**src/core/epi_pkg.sv**
```systemverilog
// Package for the external pin interrupt block: register map, field layout,
// sense-mode encoding and the packed carriers shared by the design.
// Assumes a 32-bit classic Wishbone register bus with word-aligned registers.
package epi_pkg;

    localparam int EPI_ADDR_W = 4;

    // Byte offsets of the registers on the bus
    localparam logic [EPI_ADDR_W-1:0] EPI_OFS_SENSE = 4'h0;
    localparam logic [EPI_ADDR_W-1:0] EPI_OFS_EN    = 4'h4;
    localparam logic [EPI_ADDR_W-1:0] EPI_OFS_FLAGS = 4'h8;
    localparam logic [EPI_ADDR_W-1:0] EPI_OFS_MASK  = 4'hC;

    // Reset values
    localparam logic [7:0] EPI_RST_SENSE = 8'h00;
    localparam logic [7:0] EPI_RST_EN    = 8'h00;
    localparam logic [7:0] EPI_RST_MASK  = 8'h00;

    // Field positions
    localparam int EPI_SENSE_A_LSB = 0;
    localparam int EPI_SENSE_B_LSB = 2;
    localparam int EPI_BIT_B       = 7;
    localparam int EPI_BIT_A       = 6;
    localparam int EPI_BIT_PC      = 5;
    localparam int EPI_BIT_EN_LSB0 = 0;

    // Writable bits of the enable register: both line enables, the pin-change enable and bit 0
    localparam logic [7:0] EPI_EN_WMASK = 8'hE1;

    typedef enum logic [1:0] {
        EPI_SENSE_LOW    = 2'b00,
        EPI_SENSE_CHANGE = 2'b01,
        EPI_SENSE_FALL   = 2'b10,
        EPI_SENSE_RISE   = 2'b11
    } epi_sense_t;

    typedef struct packed {
        logic [7:0] sense;
        logic [7:0] en;
        logic       flag_b;
        logic       flag_a;
        logic       flag_pc;
        logic [7:0] mask;
        logic [1:0] ext_s1;
        logic [1:0] ext_s2;
        logic [1:0] ext_prev;
        logic [31:0] rdata;
        logic       ack;
    } epi_state_t;

    typedef struct packed {
        logic irq_b;
        logic irq_a;
        logic irq_pc;
        logic irq_pc_hi;
        logic irq_pc_lo;
    } epi_req_t;

    typedef struct packed {
        logic ack_b;
        logic ack_a;
        logic ack_pc;
    } epi_iack_t;

endpackage

```
**src/core/epi_ext_irq.sv**
```systemverilog
// External pin interrupt logic: two sense-selectable lines, sixteen pin-change
// lines grouped in two halves, enables, sticky flags and global gating.
// Assumes pins are asynchronous, the CPU supplies the global enable and a
// one-cycle acknowledge per vector, and a classic Wishbone master.
//
// Summary of operation
// - Requests come from pin levels regardless of the pin's direction.
// - Upper group request rises when any masked-in line 15..8 toggles.
// - Lower group request rises when any masked-in line 7..0 toggles.
// - Pin-change detection is combinational from pins, usable without a clock.
// - Level mode keeps the request high while the pin stays low.
// - Edge detection only works while the clock runs.
// - Low level is seen without a clock for wake-up.
// - Wake-up low level must be held through start-up or no interrupt.
// - Line b sense in bits 3:2: low, change, falling, rising.
// - Line a sense in bits 1:0 with the same encoding.
// - Lines sampled before edge detect; pulses over one clock are caught.
// - Line b interrupt needs enable bit 7 and global enable.
// - Line a interrupt needs enable bit 6 and global enable.
// - Pin-change enable bit 5 with global enable requests the pin-change vector.
// - Flag b sets on trigger, clears by acknowledge or write one, zero in level mode.
// - Flag a sets on trigger, clears by acknowledge or write one, zero in level mode.
// - Pin-change flag sets on masked lower change, clears by acknowledge or write one.
// - Each mask bit enables change detection on its own pin.
`timescale 1ns/100ps
`default_nettype none

module epi_ext_irq
    import epi_pkg::*;
#(
    parameter int PC_LINES = 16
) (
    input  wire logic                  clk,
    input  wire logic                  nrst,
    input  wire logic                  clk_en,
    // Wishbone slave
    input  wire logic                  wb_cyc_i,
    input  wire logic                  wb_stb_i,
    input  wire logic                  wb_we_i,
    input  wire logic [EPI_ADDR_W-1:0] wb_adr_i,
    input  wire logic [3:0]            wb_sel_i,
    input  wire logic [31:0]           wb_dat_i,
    output logic      [31:0]           wb_dat_o,
    output logic                       wb_ack_o,
    // Pins and pin-change references
    input  wire logic                  ext_line_a,
    input  wire logic                  ext_line_b,
    input  wire logic [PC_LINES-1:0]   pin_change_lines,
    input  wire logic [PC_LINES-1:0]   pin_change_ref,
    input  wire logic [7:0]            pin_change_mask_hi,
    // CPU side
    input  wire logic                  global_irq_en,
    input  wire epi_iack_t             irq_ack,
    output epi_req_t                   irq_req,
    output logic                       wake_req
);

    // Elaboration check: the group split and the mask widths assume sixteen lines
    if (PC_LINES != 16) begin : g_bad_lines
        $error("epi_ext_irq: PC_LINES must be 16");
    end

    epi_state_t st;
    epi_state_t next_st;

    logic       wr_acc;
    logic       rd_acc;
    logic [1:0] ext_pins;
    logic [1:0] ext_sync;
    logic [1:0] ext_trig;
    logic       pc_lo_change;
    logic       pc_hi_change;
    logic       pc_lo_raw;
    logic       level_a;
    logic       level_b;

    // Trigger of one line under a sense mode; level mode never sets a flag
    function automatic logic edge_hit(input epi_sense_t m, input logic cur, input logic prev);
        logic r;
        r = 1'b0;
        unique case (m)
            EPI_SENSE_LOW:    r = 1'b0;
            EPI_SENSE_CHANGE: r = cur ^ prev;
            EPI_SENSE_FALL:   r = prev & ~cur;
            EPI_SENSE_RISE:   r = cur & ~prev;
        endcase
        return r;
    endfunction

    assign wr_acc   = wb_cyc_i & wb_stb_i & wb_we_i & ~st.ack & wb_sel_i[0];
    assign rd_acc   = wb_cyc_i & wb_stb_i & ~st.ack;
    assign ext_pins = {ext_line_b, ext_line_a};
    assign ext_sync = st.ext_s2;

    always_comb begin
        ext_trig[1] = edge_hit(epi_sense_t'(st.sense[EPI_SENSE_B_LSB +: 2]), ext_sync[1], st.ext_prev[1]);
        ext_trig[0] = edge_hit(epi_sense_t'(st.sense[EPI_SENSE_A_LSB +: 2]), ext_sync[0], st.ext_prev[0]);
    end

    // Pin-change compare against the port's last value is purely combinational
    assign pc_lo_change = |((pin_change_lines[7:0] ^ pin_change_ref[7:0]) & st.mask);
    assign pc_hi_change = |((pin_change_lines[15:8] ^ pin_change_ref[15:8]) & pin_change_mask_hi);
    assign pc_lo_raw    = pc_lo_change & st.en[EPI_BIT_PC];

    // Level requests read the raw pins so they work with the clock halted
    assign level_a = (epi_sense_t'(st.sense[EPI_SENSE_A_LSB +: 2]) == EPI_SENSE_LOW) & ~ext_line_a;
    assign level_b = (epi_sense_t'(st.sense[EPI_SENSE_B_LSB +: 2]) == EPI_SENSE_LOW) & ~ext_line_b;

    always_comb begin
        next_st = st;
        // Two-stage synchroniser then previous-sample register
        next_st.ext_s1   = ext_pins;
        next_st.ext_s2   = st.ext_s1;
        next_st.ext_prev = st.ext_s2;
        next_st.ack      = rd_acc;
        next_st.rdata    = 32'h0000_0000;

        if (wr_acc) begin
            unique case (wb_adr_i)
                EPI_OFS_SENSE: next_st.sense = wb_dat_i[7:0];
                EPI_OFS_EN:    next_st.en = wb_dat_i[7:0] & EPI_EN_WMASK;
                EPI_OFS_MASK:  next_st.mask = wb_dat_i[7:0];
                EPI_OFS_FLAGS: begin
                    if (wb_dat_i[EPI_BIT_B]) begin
                        next_st.flag_b = 1'b0;
                    end
                    if (wb_dat_i[EPI_BIT_A]) begin
                        next_st.flag_a = 1'b0;
                    end
                    if (wb_dat_i[EPI_BIT_PC]) begin
                        next_st.flag_pc = 1'b0;
                    end
                end
                default: ;
            endcase
        end
        if (irq_ack.ack_b) begin
            next_st.flag_b = 1'b0;
        end
        if (irq_ack.ack_a) begin
            next_st.flag_a = 1'b0;
        end
        if (irq_ack.ack_pc) begin
            next_st.flag_pc = 1'b0;
        end
        // Setting wins over a simultaneous clear
        if (ext_trig[1]) begin
            next_st.flag_b = 1'b1;
        end
        if (ext_trig[0]) begin
            next_st.flag_a = 1'b1;
        end
        if (pc_lo_change) begin
            next_st.flag_pc = 1'b1;
        end
        // Level mode keeps the edge flags cleared
        if (epi_sense_t'(st.sense[EPI_SENSE_B_LSB +: 2]) == EPI_SENSE_LOW) begin
            next_st.flag_b = 1'b0;
        end
        if (epi_sense_t'(st.sense[EPI_SENSE_A_LSB +: 2]) == EPI_SENSE_LOW) begin
            next_st.flag_a = 1'b0;
        end

        if (rd_acc) begin
            unique case (wb_adr_i)
                EPI_OFS_SENSE: next_st.rdata[7:0] = st.sense;
                EPI_OFS_EN:    next_st.rdata[7:0] = st.en;
                EPI_OFS_MASK:  next_st.rdata[7:0] = st.mask;
                EPI_OFS_FLAGS: begin
                    next_st.rdata[EPI_BIT_B]  = st.flag_b;
                    next_st.rdata[EPI_BIT_A]  = st.flag_a;
                    next_st.rdata[EPI_BIT_PC] = st.flag_pc;
                end
                default: next_st.rdata = 32'h0000_0000;
            endcase
        end
    end

    always_ff @(posedge clk) begin
        if (!nrst) begin
            st         <= '0;
            st.sense   <= EPI_RST_SENSE;
            st.en      <= EPI_RST_EN;
            st.mask    <= EPI_RST_MASK;
            st.ext_s1  <= 2'b11;
            st.ext_s2  <= 2'b11;
            st.ext_prev <= 2'b11;
        end else if (clk_en) begin
            st <= next_st;
        end
    end

    assign wb_dat_o = st.rdata;
    assign wb_ack_o = st.ack;

    // Line and pin-change vector requests gated by own enable and the global enable; the two group requests are not
    always_comb begin
        irq_req.irq_b     = global_irq_en & st.en[EPI_BIT_B] & (st.flag_b | level_b);
        irq_req.irq_a     = global_irq_en & st.en[EPI_BIT_A] & (st.flag_a | level_a);
        irq_req.irq_pc    = global_irq_en & st.en[EPI_BIT_PC] & st.flag_pc;
        irq_req.irq_pc_hi = pc_hi_change;
        irq_req.irq_pc_lo = pc_lo_change;
    end

    // Clockless wake: a held low level or a masked lower-group pin change; a level dropped
    // before start-up ends wakes but leaves no request
    assign wake_req = (st.en[EPI_BIT_B] & level_b) | (st.en[EPI_BIT_A] & level_a) | pc_lo_raw;

    // Level request checked against the raw pin, not the internal level term
    property p_level_a;
        @(posedge clk) disable iff (!nrst)
        (global_irq_en && st.en[EPI_BIT_A] && st.sense[EPI_SENSE_A_LSB +: 2] == 2'b00 && !ext_line_a)
            |-> irq_req.irq_a;
    endproperty
    level_req_a_a: assert property (p_level_a) else $error("level request a missing");

    rise_sets_b_a: assert property (@(posedge clk) disable iff (!nrst)
        (clk_en && st.sense[3:2] == 2'b11 && st.ext_s2[1] && !st.ext_prev[1]) |=> st.flag_b)
        else $error("rising edge did not set flag b");

    fall_sets_a_a: assert property (@(posedge clk) disable iff (!nrst)
        (clk_en && st.sense[1:0] == 2'b10 && !st.ext_s2[0] && st.ext_prev[0]) |=> st.flag_a)
        else $error("falling edge did not set flag a");

    level_flag_b_a: assert property (@(posedge clk) disable iff (!nrst)
        (clk_en && st.sense[3:2] == 2'b00) |=> !st.flag_b)
        else $error("flag b set in level mode");

    ack_clear_a_a: assert property (@(posedge clk) disable iff (!nrst)
        (clk_en && irq_ack.ack_a && !ext_trig[0]) |=> !st.flag_a)
        else $error("acknowledge did not clear flag a");

    pc_flag_set_a: assert property (@(posedge clk) disable iff (!nrst)
        (clk_en && pc_lo_change) |=> st.flag_pc)
        else $error("pin change flag not set");

    gate_b_a: assert property (@(posedge clk) disable iff (!nrst)
        irq_req.irq_b |-> (global_irq_en && st.en[EPI_BIT_B]))
        else $error("line b request without enables");

    gate_pc_a: assert property (@(posedge clk) disable iff (!nrst)
        irq_req.irq_pc |-> (global_irq_en && st.en[EPI_BIT_PC] && st.flag_pc))
        else $error("pin change request without enables");

    sync_chain_a: assert property (@(posedge clk) disable iff (!nrst)
        clk_en ##1 clk_en |=> st.ext_prev == $past(st.ext_s1, 2))
        else $error("synchroniser chain broken");

    mask_gate_a: assert property (@(posedge clk) disable iff (!nrst)
        (st.mask == 8'h00) |-> !pc_lo_change)
        else $error("pin change with empty mask");

    ack_single_a: assert property (@(posedge clk) disable iff (!nrst)
        (wb_ack_o && clk_en) |=> !wb_ack_o)
        else $error("bus ack held two cycles");

    level_req_b_a: assert property (@(posedge clk) disable iff (!nrst)
        (global_irq_en && st.en[EPI_BIT_B] && st.sense[EPI_SENSE_B_LSB +: 2] == 2'b00 && !ext_line_b)
            |-> irq_req.irq_b)
        else $error("level request b missing");

    gate_a_a: assert property (@(posedge clk) disable iff (!nrst)
        irq_req.irq_a |-> (global_irq_en && st.en[EPI_BIT_A]))
        else $error("line a request without enables");

    rise_sets_a_a: assert property (@(posedge clk) disable iff (!nrst)
        (clk_en && st.sense[1:0] == 2'b11 && st.ext_s2[0] && !st.ext_prev[0]) |=> st.flag_a)
        else $error("rising edge did not set flag a");

    fall_sets_b_a: assert property (@(posedge clk) disable iff (!nrst)
        (clk_en && st.sense[3:2] == 2'b10 && !st.ext_s2[1] && st.ext_prev[1]) |=> st.flag_b)
        else $error("falling edge did not set flag b");

    change_sets_a_a: assert property (@(posedge clk) disable iff (!nrst)
        (clk_en && st.sense[1:0] == 2'b01 && st.ext_s2[0] != st.ext_prev[0]) |=> st.flag_a)
        else $error("change did not set flag a");

    level_flag_a_a: assert property (@(posedge clk) disable iff (!nrst)
        (clk_en && st.sense[1:0] == 2'b00) |=> !st.flag_a)
        else $error("flag a set in level mode");

    ack_clear_b_a: assert property (@(posedge clk) disable iff (!nrst)
        (clk_en && irq_ack.ack_b && !ext_trig[1]) |=> !st.flag_b)
        else $error("acknowledge did not clear flag b");

    ack_clear_pc_a: assert property (@(posedge clk) disable iff (!nrst)
        (clk_en && irq_ack.ack_pc && !pc_lo_change) |=> !st.flag_pc)
        else $error("acknowledge did not clear pin change flag");

    w1c_clear_a_a: assert property (@(posedge clk) disable iff (!nrst)
        (clk_en && wr_acc && wb_adr_i == EPI_OFS_FLAGS && wb_dat_i[EPI_BIT_A] && !ext_trig[0])
            |=> !st.flag_a)
        else $error("write one did not clear flag a");

    hi_group_a: assert property (@(posedge clk) disable iff (!nrst)
        irq_req.irq_pc_hi |-> (pin_change_lines[15:8] != pin_change_ref[15:8]))
        else $error("upper group request without a toggle");

    lo_group_a: assert property (@(posedge clk) disable iff (!nrst)
        irq_req.irq_pc_lo |-> (pin_change_lines[7:0] != pin_change_ref[7:0]))
        else $error("lower group request without a toggle");

    wake_level_a: assert property (@(posedge clk) disable iff (!nrst)
        (st.en[EPI_BIT_A] && st.sense[1:0] == 2'b00 && !ext_line_a) |-> wake_req)
        else $error("held low level gives no wake");

    wake_pc_a: assert property (@(posedge clk) disable iff (!nrst)
        (st.en[EPI_BIT_PC] && pc_lo_change) |-> wake_req)
        else $error("enabled pin change gives no wake");

    freeze_a: assert property (@(posedge clk) disable iff (!nrst)
        !clk_en |=> $stable(st.flag_a) && $stable(st.ext_s1))
        else $error("state moved with clock enable low");

endmodule

`default_nettype wire

```
**config.mk**
```make
export PLATFORM = sky130hd
export DESIGN_NAME = epi_ext_irq
export DESIGN_NICKNAME = d
export VERILOG_FILES = /design/src/core/epi_pkg.sv /design/src/core/epi_ext_irq.sv
export SDC_FILE = /design/constraint.sdc
export NUM_CORES = 1
export LEC_CHECK = 0
export BUFFER_PORTS_ARGS = -buffer_cell sky130_fd_sc_hd__buf_2
export CAP_MARGIN = 20
export CORE_AREA = 4 4 78 80
export DETAILED_ROUTE_END_ITERATION = 6
export DIE_AREA = 0 0 82 84
export PLACE_DENSITY = 0.79
export SETUP_SLACK_MARGIN = 0.02
export SLEW_MARGIN = 30
export SYNTH_ARGS = -nofsm -noshare
export SYNTH_HDL_FRONTEND = slang
export SYNTH_SLANG_ARGS = --single-unit
```
**constraint.sdc**
```tcl
create_clock -name clk -period 2.9 [get_ports clk]
set_input_delay 0.29 -clock clk [delete_from_list [all_inputs] [get_ports clk]]
set_output_delay 0.29 -clock clk [all_outputs]
set_load 0.01 [all_outputs]
```
## Word-level counts from Yosys, hierarchy flattened

Index checks and enable logic that the tools add are counted.

| storage, ports and cells | value |
|---|---|
| register bits after elaboration | 62 |
| bits of input ports | 92 |
| output and inout bits | 39 |
| word-level logic and storage cells | 96 |

| cells by class | value |
|---|---|
| equality and inequality tests | 9 |
| multiplexer cells | 19 |
| bitwise logic cells | 37 |
| reduce and logical (&&, ||, !) cells | 20 |

Operator list:

| operator | count |
|---|---|
| 4-bit nonzero test | 6 |
| 1-bit AND | 20 |
| 8-bit AND | 2 |
| 8-bit two-way mux | 2 |
| 8-bit OR reduction | 2 |
| 8-bit XOR | 2 |
| 5-bit case mux with 3 select lines | 1 |
| 3-bit case mux with 4 select lines | 1 |
| 4-bit AND reduction | 3 |
| 1-bit two-way mux | 11 |
| 11-bit two-way mux | 1 |
| 3-bit AND reduction | 3 |
| 3-bit nonzero test | 3 |
| 2-bit equality test, second input constant | 4 |
| 4-bit equality test, second input constant | 2 |
| 1-bit case mux with 4 select lines | 2 |
| 1-bit inverter | 7 |
| 2-bit by 1-bit equality test with 1-bit output, second input constant | 2 |
| 4-bit by 3-bit equality test with 1-bit output, second input constant | 1 |
| 2-bit logical NOT | 2 |
| 4-bit logical NOT | 1 |
| 1-bit bitwise OR | 4 |
| 3-bit two-way mux | 1 |
| 1-bit XOR | 2 |

## Longest topological paths before layout

Gate-level depths: netlist of run 1.

| logic depth | value |
|---|---|
| depth in word-level cells | 8 |
| depth in mapped cells | 6 |
| mapped depth without buffers | 6 |

## Least setup slack after synthesis of run 1

Ideal clock, no wire load.

| path | value |
|---|---|
| path kind | register to register |
| start point | register st, in the netlist wb_ack_o |
| end point | register st[58] in the netlist's numbering |
| library setup time | 0.072 ns |
| data arrival time | 1.245 ns |
| required time | 2.828 ns |
| setup slack | 1.584 ns |
| stages on the path, launching flop included | 6 |
| path buffers | 1 |
| clock period less this slack | 1.316 ns |
| path through | dfxtp_1 -> and3b_2 -> and2_4 -> and4b_1 -> buf_6 -> mux2i_1 |

| between the ends | value |
|---|---|
| cells in the longest elaborated chain, start to end | 4 |

RTL lines:

| what | line | RTL |
|---|---|---|
| start, declared | epi_ext_irq.sv:63 | `epi_state_t st;` |
| start signal, assigned | epi_ext_irq.sv:189 | `st <= next_st;` |
| 1-bit inverter | epi_ext_irq.sv:90 | `assign wr_acc = wb_cyc_i & wb_stb_i & wb_we_i & ~st.ack & wb_sel_i[0];` |
| 1-bit AND (2 in a row) | epi_ext_irq.sv:90 |  |
| 3-bit AND reduction (no source line) | n/a |  |

Every way passes these cells.
A chain may end at the register's enable or synchronous reset.

## Final worst setup path of run 1

| path | value |
|---|---|
| start point | register st[45] in the netlist's numbering |
| end point | output port wake_req |

| between the ends | value |
|---|---|
| cells in the longest elaborated chain, start to end | 4 |

RTL lines:

| what | line | RTL |
|---|---|---|
| 8-bit AND | epi_ext_irq.sv:101 | `assign pc_lo_change = \|((pin_change_lines[7:0] ^ pin_change_ref[7:0]) & st.mask);` |
| 8-bit OR reduction | epi_ext_irq.sv:101 |  |
| 1-bit AND | epi_ext_irq.sv:103 | `assign pc_lo_raw = pc_lo_change & st.en[EPI_BIT_PC];` |
| 1-bit bitwise OR | epi_ext_irq.sv:207 | `assign wake_req = (st.en[EPI_BIT_B] & level_b) \| (st.en[EPI_BIT_A] & level_a) \| pc_lo_raw;` |
| end, declared | epi_ext_irq.sv:55 | `output logic wake_req` |

Every way passes these cells.

==> results of run 1 <==
==> cell families after synthesis <==
| kind of cell | synth area share [%] |
|---|---|
| compound gates | 13.2 |
| xor+xnor | 5.98 |
| fa+ha+maj | 2.14 |
| buf+inv | 14.9 |
| flops | 32.5 |
| mux | 13.2 |
| other cells | 0.160 |
| simple gates | 17.9 |
==> path summary, 6_finish.rpt <==
check | endpoint | cells after the start | from
max | wake_req | 4 | st[45]
min | next_st[36] | 3 | ext_line_b
max reg2reg | st[58] | 4 | wb_ack_o
min reg2reg | st[50] | 2 | st[50]
==> cells in the final DEF, fill, tap and decap left out, drive strengths merged, types with 7 or more instances in the layout <==
| master | Yosys | final |
|---|---|---|
| nor2 | 7 | 7 |
| xor2 | 16 | 16 |
| nand2 | 28 | 28 |
| a21boi | 8 | 8 |
| nand3 | 8 | 8 |
| mux2i | 23 | 23 |
| nand2b | 8 | 8 |
| buf | 42 | 80 |
| dfxtp | 38 | 38 |
| nor2b | 9 | 9 |
| a22oi | 8 | 8 |
| conb | 1 | 24 |
==> power groups by stage <==
stage | sequential [mW] | clock [mW] | combinational (mW)
CTS | 0.534 | 0.387 | 0.151
finish | 0.534 | 0.380 | 0.151
floorplan | 0.545 | 0 | 0.114
detailed placement | 0.546 | 0 | 0.150
global placement | 0.546 | 0 | 0.146
global route | 0.535 | 0.414 | 0.169
==> routing by layer <==
| layer | routed length, µm | GRT usage [%] | up-vias |
|---|---|---|---|
| li1 | - | - | 961 |
| met1 | 2030 | 16.0 | 909 |
| met2 | 2570 | 25.8 | 87 |
| met3 | 530 | 4.97 | 8 |
| met4 | 80 | 5.89 | 0 |
| met5 | 0 | 0 | - |
==> flip-flops by register name, indices dropped and copies added (netlist names) <==
| signal | count |
|---|---|
| st | 25 |
| wb_dat_o | 8 |
| ext_sync | 2 |
| next_st | 2 |
| wb_ack_o | 1 |
==> cell type report <==
class	instances	area, µm²	area share, %
Clock buffer	6	82.6	3.07
Clock inverter	2	12.5	0.465
Inverter	6	22.5	0.837
Multi-Input combinational cell	190	1320	49.0
Sequential cell	38	761	28.3
Tap cell	72	90.1	3.35
Timing Repair Buffer	80	403	15.0
==> synthesized netlist by cell type, types with 2 or more instances <==
cell type / instances
mux4_2: 3
o211ai_1: 6
nor2_1: 7
buf_2: 3
o21a_1: 2
mux2i_1: 23
a21boi_0: 8
ha_1: 4
nand3b_1: 2
nand2_1: 28
o21ai_0: 2
nand3_1: 8
a22o_1: 6
xor2_1: 16
nand2b_1: 8
a31oi_1: 4
nand4_1: 4
a22oi_1: 8
dfxtp_1: 38
and2_1: 3
inv_1: 6
o211a_1: 2
nor2b_1: 9
buf_4: 37
nor3_1: 2
clkbuf_1: 5
==> worst reg2reg max path: stages, from the launching register on <==
cell,delay [ns]
dfxtp_1,0.32
and3b_2,0.28
and2_4,0.24
and4b_1,0.56
mux2i_1,0.25
==> reports/results.ini, run 1 <==
[synthesis]
synth_edf_count = 0
ys_seq_area_share_pct = 32.5
ys_ff_latch = 38
synth-main-ff-cell = dfxtp_1
ys_types = 40
synth.cell_area_um2 = 2340
yosysWarnings = 0
yosysTopAreaCell = dfxtp_1
synth_top_area_share_pct = 32.5
syn_avg_cell_area_um2 = 9.08
async_flop_share_pct = 0
netlist_top_cells_area = dfxtp_1 (32%), buf_4 (12%), mux2i_1 (9.8%)
synthCells = 258

[clock_network]
clock-sinks = 38
cts_tree = done
cts_buffer_depth = 2
cts-root-buf = clkbuf_8
clock_latency_ns = 0.29
clkTransAtPathRegs_ns = 0.07
cts_resized = 0
cts_hold_buffers = 0
h-tree-depth = 2
numCtsBuffers = 5
cts_setup_buffers = 0

[setup_path]
worstSetupPathType = flip-flop to output pin
worst_setup_path_end_kind = output pin
start_kind = flip-flop
cp.arrival_ns = 1.53
regToRegSetupSlack_ns = 1.18
crit_chain = a22oi_1 -> nand4_1 -> a21o_1 -> buf_2
critPathMaxStageDelay_ns = 0.34
cp_top_family = compound AO/OA/AOI/OAI gates
cp.buffers_inverters = 1
path_max_fanout = 3
cp.required_ns = 2.61
cpMaxStageDelayCell = dfxtp_1

[timing]
fmax_mhz = 550
setup_viol = 0
worst_pin_slew_ns = 0.733
slew_headroom_pct = 51.1
final.setup.worst_slack_ns = 1.08
hold_ws_ns = 0.244
finalHoldViolations = 0
report.final.slew_viol_count = 0
finalCriticalPeriod_ns = 1.82
fin_worst_skew_ns = 0.00370
rsz0062_at_grt = false
min_period_over_period_pct = 62.6
fin_setup_tns_ns = 0

[floorplanning]
fp.dieH_um = 84
initial_core_util_pct = 43.3
die_w_um = 82
rows = 27
core_area_um2 = 5410
dieArea_um2 = 6890
io_pins = 131

[global_route]
overflow = 0
track_usage_pct = 14.8
grt_pass1_vias = 1853
antenna_found_initial = 0
grt_max_degree = 48
grt_pass1_wl_um = 7960

[routing]
via_per_inst = 4.99
vias = 1965
drc = 0
ant_nets = 0
wl_per_cell_um = 13.2
drtPass1Iterations = 4
drt-total-wl_um = 5210
drt-initial-drc-count = 114

[layout]
n_antenna_cell = 0
area_growth_pct = 14.9
drive_gt1_share_pct = 29.5
nFillCells = 518
fin_cells = 394
postLayoutCoreUtil_pct = 49.8
nNetsFinal = 417
finalInstanceArea_um2 = 2690

[placement]
place_inst = 386
pre_cts_ws_ns = 1.13
post-dp-hpwl_um = 4090
place_congestion = 0.822
place.port_buffers = 79
placed_area_um2 = 2590

[power]
leakagePower_nw = 1.33
seq_power_share_pct = 50.2
power_density_nw_per_um2 = 396
ir_drop_uv = 201
switching_power_mw = 0.277
combPwrFrac_pct = 14.2
pwr-share-clk_pct = 35.7
p_sw_share_pct = 26.0
total_power_mw = 1.06
intPower_mw = 0.787

[hold_path]
hp-class = primary input to flip-flop

[flow_run]
drv_cap = 0

[outcome]
status = completed

Note: power is estimated with default switching activity, not from simulation.
==> run 2, diff against run 1 <==
--- a/config.mk
+++ b/config.mk
@@ -5,12 +5,13 @@
 export SDC_FILE = /design/constraint.sdc
 export NUM_CORES = 1
 export LEC_CHECK = 0
+export ABC_AREA = 1
 export BUFFER_PORTS_ARGS = -buffer_cell sky130_fd_sc_hd__buf_2
 export CAP_MARGIN = 20
 export CORE_AREA = 4 4 78 80
 export DETAILED_ROUTE_END_ITERATION = 6
 export DIE_AREA = 0 0 82 84
-export PLACE_DENSITY = 0.79
+export PLACE_DENSITY = 0.8
 export SETUP_SLACK_MARGIN = 0.02
 export SLEW_MARGIN = 30
 export SYNTH_ARGS = -nofsm -noshare
==> constraint.sdc (replaced) <==
create_clock -name clk -period 1.7 [get_ports clk]
set_input_delay 0.17 -clock clk [delete_from_list [all_inputs] [get_ports clk]]
set_output_delay 0.17 -clock clk [all_outputs]
set_load 0.01 [all_outputs]
==> reports/results.ini, run 2 <==
[power]
ir_drop_uv = 578  ; was 201 µV
intPower_mw = 1.29  ; was 0.787 mW
seq_power_share_pct = 52.2  ; was 50.2%
leakagePower_nw = 1.38  ; was 1.33 nW
switching_power_mw = 0.455  ; was 0.277 mW
power_density_nw_per_um2 = 630  ; was 396 nW/µm²
pwr-share-clk_pct = 33.0  ; was 35.7%
combPwrFrac_pct = 14.8  ; was 14.2%
p_sw_share_pct = 26.1  ; was 26.0%

[setup_path]
cpMaxStageDelayCell = dfxtp_1  ; unchanged
start_kind = flip-flop  ; unchanged
cp.buffers_inverters = 1  ; unchanged
worst_setup_path_end_kind = output pin  ; unchanged
critPathMaxStageDelay_ns = 0.33  ; was 0.34 ns
cp.arrival_ns = 1.32  ; was 1.53 ns
crit_top_cell = nand2_1
worstSetupPathType = flip-flop to output pin  ; unchanged
crit_chain = nand3_1 -> nand2_1 -> nor2_1 -> nand2_1 -> nand2_1 -> nand3_1 -> buf_2  ; was a22oi_1 -> nand4_1 -> a21o_1 -> buf_2
cp.required_ns = 1.53  ; was 2.61 ns
path_max_fanout = 3  ; unchanged
cp_top_family = simple AND/OR/NAND/NOR gates  ; was compound AO/OA/AOI/OAI gates

[routing]
wl_per_cell_um = 11.4  ; was 13.2 µm
vias = 2387  ; was 1965
drt-initial-drc-count = 120  ; was 114
wl_met1_um = 2350  ; was 2030 µm
drt-total-wl_um = 5780  ; was 5210 µm
wl_met3_um = 599  ; was 530 µm
drtPass1Iterations = 4  ; unchanged
drc = 0  ; unchanged
via_per_inst = 4.71  ; was 4.99
met2_length_um = 2740  ; was 2570 µm
routed.top_layer = met4  ; unchanged
ant_nets = 0  ; unchanged

[synthesis]
ys_types = 30  ; was 40
synth.cell_area_um2 = 2390  ; was 2340 µm²
synth_fa_ha_area_share_pct = 2.09  ; was 2.14%
synth_edf_count = 0  ; unchanged
synth-main-ff-cell = dfxtp_1  ; unchanged
muxShareOfSynthArea_pct = 0  ; was 13.2%
yosysTopAreaCell = dfxtp_1  ; unchanged
async_flop_share_pct = 0  ; unchanged
synth_top_family_by_area = simple AND/OR/NAND/NOR gates  ; unchanged
syn_avg_cell_area_um2 = 6.55  ; was 9.08 µm²
ys_seq_area_share_pct = 31.8  ; was 32.5%
synth_compound_area_share_pct = 14.9  ; was 13.2%
synthCells = 365  ; was 258
synth_top_area_share_pct = 31.8  ; was 32.5%
netlist_top_cells_area = dfxtp_1 (32%), nand2_1 (13%), buf_4 (11%)  ; was dfxtp_1 (32%), buf_4 (12%), mux2i_1 (9.8%)
yosysWarnings = 0  ; unchanged
synthXorXnorAreaFrac_pct = 0.366  ; was 5.98%
ys_ff_latch = 38  ; unchanged
synth.most_common_cell = nand2_1  ; was dfxtp_1
yosys.area_share.simple_pct = 31.3  ; was 17.9%
synth.cells.most_frequent = nand2_1 (82), inv_1 (39), dfxtp_1 (38)  ; was dfxtp_1 (38), buf_4 (37), nand2_1 (28)

[timing]
report.final.slew_viol_count = 0  ; unchanged
fin_worst_skew_ns = 0.00470  ; was 0.00370 ns
rsz0062_at_grt = false  ; unchanged
min_period_over_period_pct = 87.7
finalCriticalPeriod_ns = 1.49
finalHoldViolations = 0  ; unchanged
setup_viol = 0  ; unchanged
fmax_mhz = 671
fin_setup_tns_ns = 0  ; unchanged

[floorplanning]
initial_core_util_pct = 44.3  ; was 43.3%
die_w_um = 82  ; unchanged
dieArea_um2 = 6890  ; unchanged
core_area_um2 = 5410  ; unchanged
rows = 27  ; unchanged
io_pins = 131  ; unchanged
fp.dieH_um = 84  ; unchanged

[clock_network]
cts_hold_buffers = 0  ; unchanged
cts_resized = 0  ; unchanged
numCtsBuffers = 5  ; unchanged
cts_buffer_depth = 2  ; unchanged
clock-sinks = 38  ; unchanged
cts-root-buf = clkbuf_8  ; unchanged
clkTransAtPathRegs_ns = 0.06  ; was 0.07 ns
cts_setup_buffers = 0  ; unchanged
clock_latency_ns = 0.28  ; was 0.29 ns
h-tree-depth = 2  ; unchanged
cts_tree = done  ; unchanged

[placement]
place.port_buffers = 79  ; unchanged
place_congestion = 0.869  ; was 0.822
post-dp-hpwl_um = 4850  ; was 4090 µm
placed_area_um2 = 2690  ; was 2590 µm²

[layout]
drive_gt1_share_pct = 25.3  ; was 29.5%
layout_common_cells = nand2_1 (82), buf_2 (79), inv_1 (39)  ; was buf_2 (79), dfxtp_1 (38), nand2_1 (28)
area_growth_pct = 15.6  ; was 14.9%
largest_reg_flops = 25  ; unchanged
n_antenna_cell = 0  ; unchanged
nNetsFinal = 531  ; was 417
mostFrequentLayoutCell = nand2_1  ; was buf_2
finalInstanceArea_um2 = 2770  ; was 2690 µm²
multi_input_area_um2 = 1250  ; was 1320 µm²
top_register = st  ; unchanged
ff_latch_area_um2 = 761  ; unchanged
nFillCells = 562  ; was 518

[global_route]
track_usage_pct = 16.5  ; was 14.8%
grt_pass1_vias = 2251  ; was 1853
overflow = 0  ; unchanged
grt_pass1_wl_um = 9190  ; was 7960 µm
antenna_found_initial = 0  ; unchanged
grt_max_degree = 22  ; was 48

[hold_path]
hp-class = primary input to flip-flop  ; unchanged

[outcome]
status = completed  ; unchanged

[flow_run]
drv_cap = 0  ; unchanged

-- run 2: cell count changes after synthesis, sizes merged, moves of 23 or more --
cell,previous run,this run
nand2,28,85
nand3,8,32
inv,6,43
a21oi,1,27
nor2,7,39
o21ai,2,35
mux2i,23,0
-- run 2: metrics by stage --
stage / utilization (%) / total power [mW] / worst slack [ns] / instances / hold slack, ns
2_1_floorplan: - / 1.11 / 0.462 / 388 / 0.308
3_3_place_gp: 49.7 / 1.18 / 0.376 / 500 / 0.437
3_5_place_dp: 49.7 / 1.19 / 0.340 / 500 / 0.443
4_1_cts: 51.2 / 1.75 / 0.215 / 507 / 0.163
5_1_grt: 51.2 / 1.83 / 0.124 / 507 / 0.170
6_report: 51.2 / 1.74 / 0.209 / 507 / 0.162
-- run 2: final timing paths --
check         startpoint        to  slack, ns  cells after the start
min          wb_dat_i[2]    st[60]       0.16                      3
min reg2reg       st[64]    st[64]       0.46                      2
max reg2reg     wb_ack_o    st[59]       0.30                      8
max               st[41]  wake_req       0.21                      7
-- run 2: final cells by class --
cell class              instances  area share [%]
multi-input cells             263            45.3
flip-flops and latches         38            27.5
repair buffers                 81            14.8
inverters                      46            6.29
well taps                      72            3.26
clock buffers                   7            2.76
-- run 2: tightest hold or removal path, cell delays in order --
cell	delay, ns
buf_2	0.10
o21ai_2	0.06
a21oi_2	0.08
-- run 2: layer usage --
| layer | track usage [%] | vias up |
|---|---|---|
| met1 | 19.9 | 1029 |
| met3 | 3.89 | 12 |
| met5 | 0 | - |
| met4 | 4.08 | 0 |
| met2 | 28.9 | 102 |
| li1 | - | 1244 |
-- run 2: power by group through the flow --
stage / Combinational, mW / Sequential, mW / Clock [mW]
floorplan: 0.182 / 0.928 / 0
global placement: 0.250 / 0.928 / 0
detailed placement: 0.257 / 0.929 / 0
CTS: 0.258 / 0.908 / 0.585
global route: 0.297 / 0.909 / 0.624
finish: 0.258 / 0.909 / 0.574
-- run 2: cell families (layout without fill, tap and decap cells) --
family                     Yosys count  in the layout
and+or+nand+nor                    168            168
buffers and inverters               87            134
AOI/OAI and AO/OA                   66             66
DFF                                 38             38
adders and majority gates            4              4
other                                1             24
xor gates and xnor gates             1              1
==> run 3, diff against run 2 <==
--- a/config.mk
+++ b/config.mk
@@ -11,6 +11,7 @@
 export CORE_AREA = 4 4 78 80
 export DETAILED_ROUTE_END_ITERATION = 6
 export DIE_AREA = 0 0 82 84
+export GPL_TIMING_DRIVEN = 0
 export PLACE_DENSITY = 0.8
 export SETUP_SLACK_MARGIN = 0.02
 export SLEW_MARGIN = 30
==> reports/results.ini, run 3 (synthesis results as in run 2) <==
[layout]
mostFrequentLayoutCell = nand2_1  ; unchanged
fin_cells = 545  ; was 507
drive_gt1_share_pct = 30.2  ; was 25.3%
layout_common_cells = nand2_1 (82), buf_2 (79), inv_1 (39)  ; unchanged
largest_reg_flops = 25  ; unchanged
top_register = st  ; unchanged
n_antenna_cell = 0  ; unchanged
multi_input_area_um2 = 1250  ; unchanged
ff_latch_area_um2 = 761  ; unchanged
nNetsFinal = 569  ; was 531
area_growth_pct = 26.9  ; was 15.6%
nFillCells = 546  ; was 562

[setup_path]
r2r-end = st[60]  ; was st[59]
worstReg2RegStart = wb_ack_o  ; unchanged
cp.required_ns = 1.53  ; about the same
crit_top_cell = nand2_1  ; unchanged
critPathMaxStageDelay_ns = 0.33  ; about the same
crit_chain = nand3_1 -> nand2_1 -> nor2_1 -> nand2_1 -> buf_4 -> buf_2  ; was nand3_1 -> nand2_1 -> nor2_1 -> nand2_1 -> nand2_1 -> nand3_1 -> buf_2
cp.buffers_inverters = 2  ; was 1
cp.arrival_ns = 1.29  ; was 1.32 ns
path_depth = 6  ; was 7
worst_setup_path_end_kind = output pin  ; unchanged
r2r_cells = 9  ; was 8
cpMaxStageDelayCell = dfxtp_1  ; unchanged
start_kind = flip-flop  ; unchanged
cp_top_family = simple AND/OR/NAND/NOR gates  ; unchanged
regToRegSetupSlack_ns = 0.32  ; was 0.30 ns
worstSetupPathType = flip-flop to output pin  ; unchanged
path_max_fanout = 3  ; unchanged

[floorplanning]
io_pins = 131  ; unchanged
die_w_um = 82  ; unchanged
fp.dieH_um = 84  ; unchanged
core_area_um2 = 5410  ; unchanged
dieArea_um2 = 6890  ; unchanged
initial_core_util_pct = 44.3  ; unchanged
rows = 27  ; unchanged

[clock_network]
cts_buffer_depth = 2  ; unchanged
clkTransAtPathRegs_ns = 0.07  ; was 0.06 ns
numCtsBuffers = 5  ; unchanged
cts_resized = 0  ; unchanged
cts_hold_buffers = 0  ; unchanged
clock-sinks = 38  ; unchanged
cts_tree = done  ; unchanged
cts-root-buf = clkbuf_8  ; unchanged
clock_latency_ns = 0.29  ; was 0.28 ns
cts_setup_buffers = 0  ; unchanged
h-tree-depth = 2  ; unchanged

[global_route]
grt_pass1_wl_um = 9490  ; was 9190 µm
grt_pass1_vias = 2298  ; was 2251
track_usage_pct = 17.6  ; was 16.5%
overflow = 0  ; unchanged
grt_max_degree = 11  ; was 22
antenna_found_initial = 0  ; unchanged

[timing]
rsz0062_at_grt = false  ; unchanged
min_period_over_period_pct = 85.6  ; was 87.7%
report.final.slew_viol_count = 0  ; unchanged
fin_worst_skew_ns = 0.00338  ; was 0.00470 ns
finalHoldViolations = 0  ; unchanged
finalCriticalPeriod_ns = 1.46  ; was 1.49 ns
setup_viol = 0  ; unchanged
fmax_mhz = 687  ; was 671 MHz
fin_setup_tns_ns = 0  ; unchanged

[placement]
post-dp-hpwl_um = 5090  ; was 4850 µm
place.port_buffers = 78  ; was 79
place_inst = 538  ; was 500
place_congestion = 0.896  ; was 0.869

[flow_run]
drv_cap = 0  ; unchanged

[routing]
drt-total-wl_um = 5990  ; was 5780 µm
via_per_inst = 4.61  ; was 4.71
vias = 2514  ; was 2387
ant_nets = 0  ; unchanged
drt-initial-drc-count = 152  ; was 120
drc = 0  ; unchanged
drtPass1Iterations = 5  ; was 4
wl_per_cell_um = 11.0  ; was 11.4 µm

[power]
total_power_mw = 1.79  ; was 1.74 mW
power_density_nw_per_um2 = 591  ; was 630 nW/µm²
ir_drop_uv = 577  ; was 578 µV
leakagePower_nw = 1.57  ; was 1.38 nW

[outcome]
status = completed  ; unchanged

[hold_path]
hp-class = primary input to flip-flop  ; unchanged
holdPathStages = 3  ; unchanged
worstHoldEndpoint = st[60]  ; unchanged
min-delay-start = wb_dat_i[2]  ; unchanged

==> run 3: cell types whose count changed in the layout (fill, tap and decap cells not counted), sizes merged <==
cell / delta
buf: +33
clkbuf: +5
==> run 3: how the worst max path moves through the flow <==
stage | startpoint | endpoint | slack (ns)
2_1_floorplan | wb_ack_o | st[60] | 0.46
3_3_place_gp | wb_ack_o | st[60] | 0.36
3_5_place_dp | wb_ack_o | st[61] | 0.34
4_1_cts | st[40] | irq_req[0] | 0.21
5_1_grt | st[58] | irq_req[3] | 0.15
6_report | st[40] | irq_req[0] | 0.24
==> run 3: worst reg2reg max path: stages (launching register included) <==
cell and delay [ns]:
dfxtp_1 0.33, inv_1 0.05, nand3_1 0.10, inv_1 0.09, nand2_1 0.09, nor2_4 0.20
nand2_4 0.09, buf_6 0.15, o21ai_2 0.12, a21oi_2 0.04
==> run 3: final cells by class <==
type	instances	area share (%)
repair buffers	78	12.9
flip-flops and latches	38	25.1
clock buffers	7	2.51
multi-input cells	263	41.3
well taps	72	2.97
inverters	46	5.73
plain buffers	41	9.56
==> run 3: report_power, final <==
part           switching [mW]  leakage (nW)  internal [mW]
clock                   0.298        0.0383          0.282
combinational           0.165          1.22          0.140
sequential            0.00702         0.308          0.902
total                   0.470          1.57           1.32
==> run 3: metrics by stage <==
step                      cell area [µm²]  util, %  setup slack (ns)  hold slack (ns)
after floorplan                      2480        -             0.462            0.308
after CTS                            3040     56.2             0.206            0.145
after global placement               2960     54.7             0.360            0.438
final                                3040     56.2             0.244            0.152
after global routing                 3040     56.2             0.153            0.145
after detailed placement             2960     54.7             0.343            0.447
==> run 3: per-layer routing <==
layer	global-route usage (%)	vias up	wire length, µm	share of wire (%)
met3	4.10	11	613	10
met2	30.3	97	2840	47
met5	0	-	0	0
met4	6.95	0	111	1.9
met1	20.5	1084	2430	40
li1	-	1322	-	-
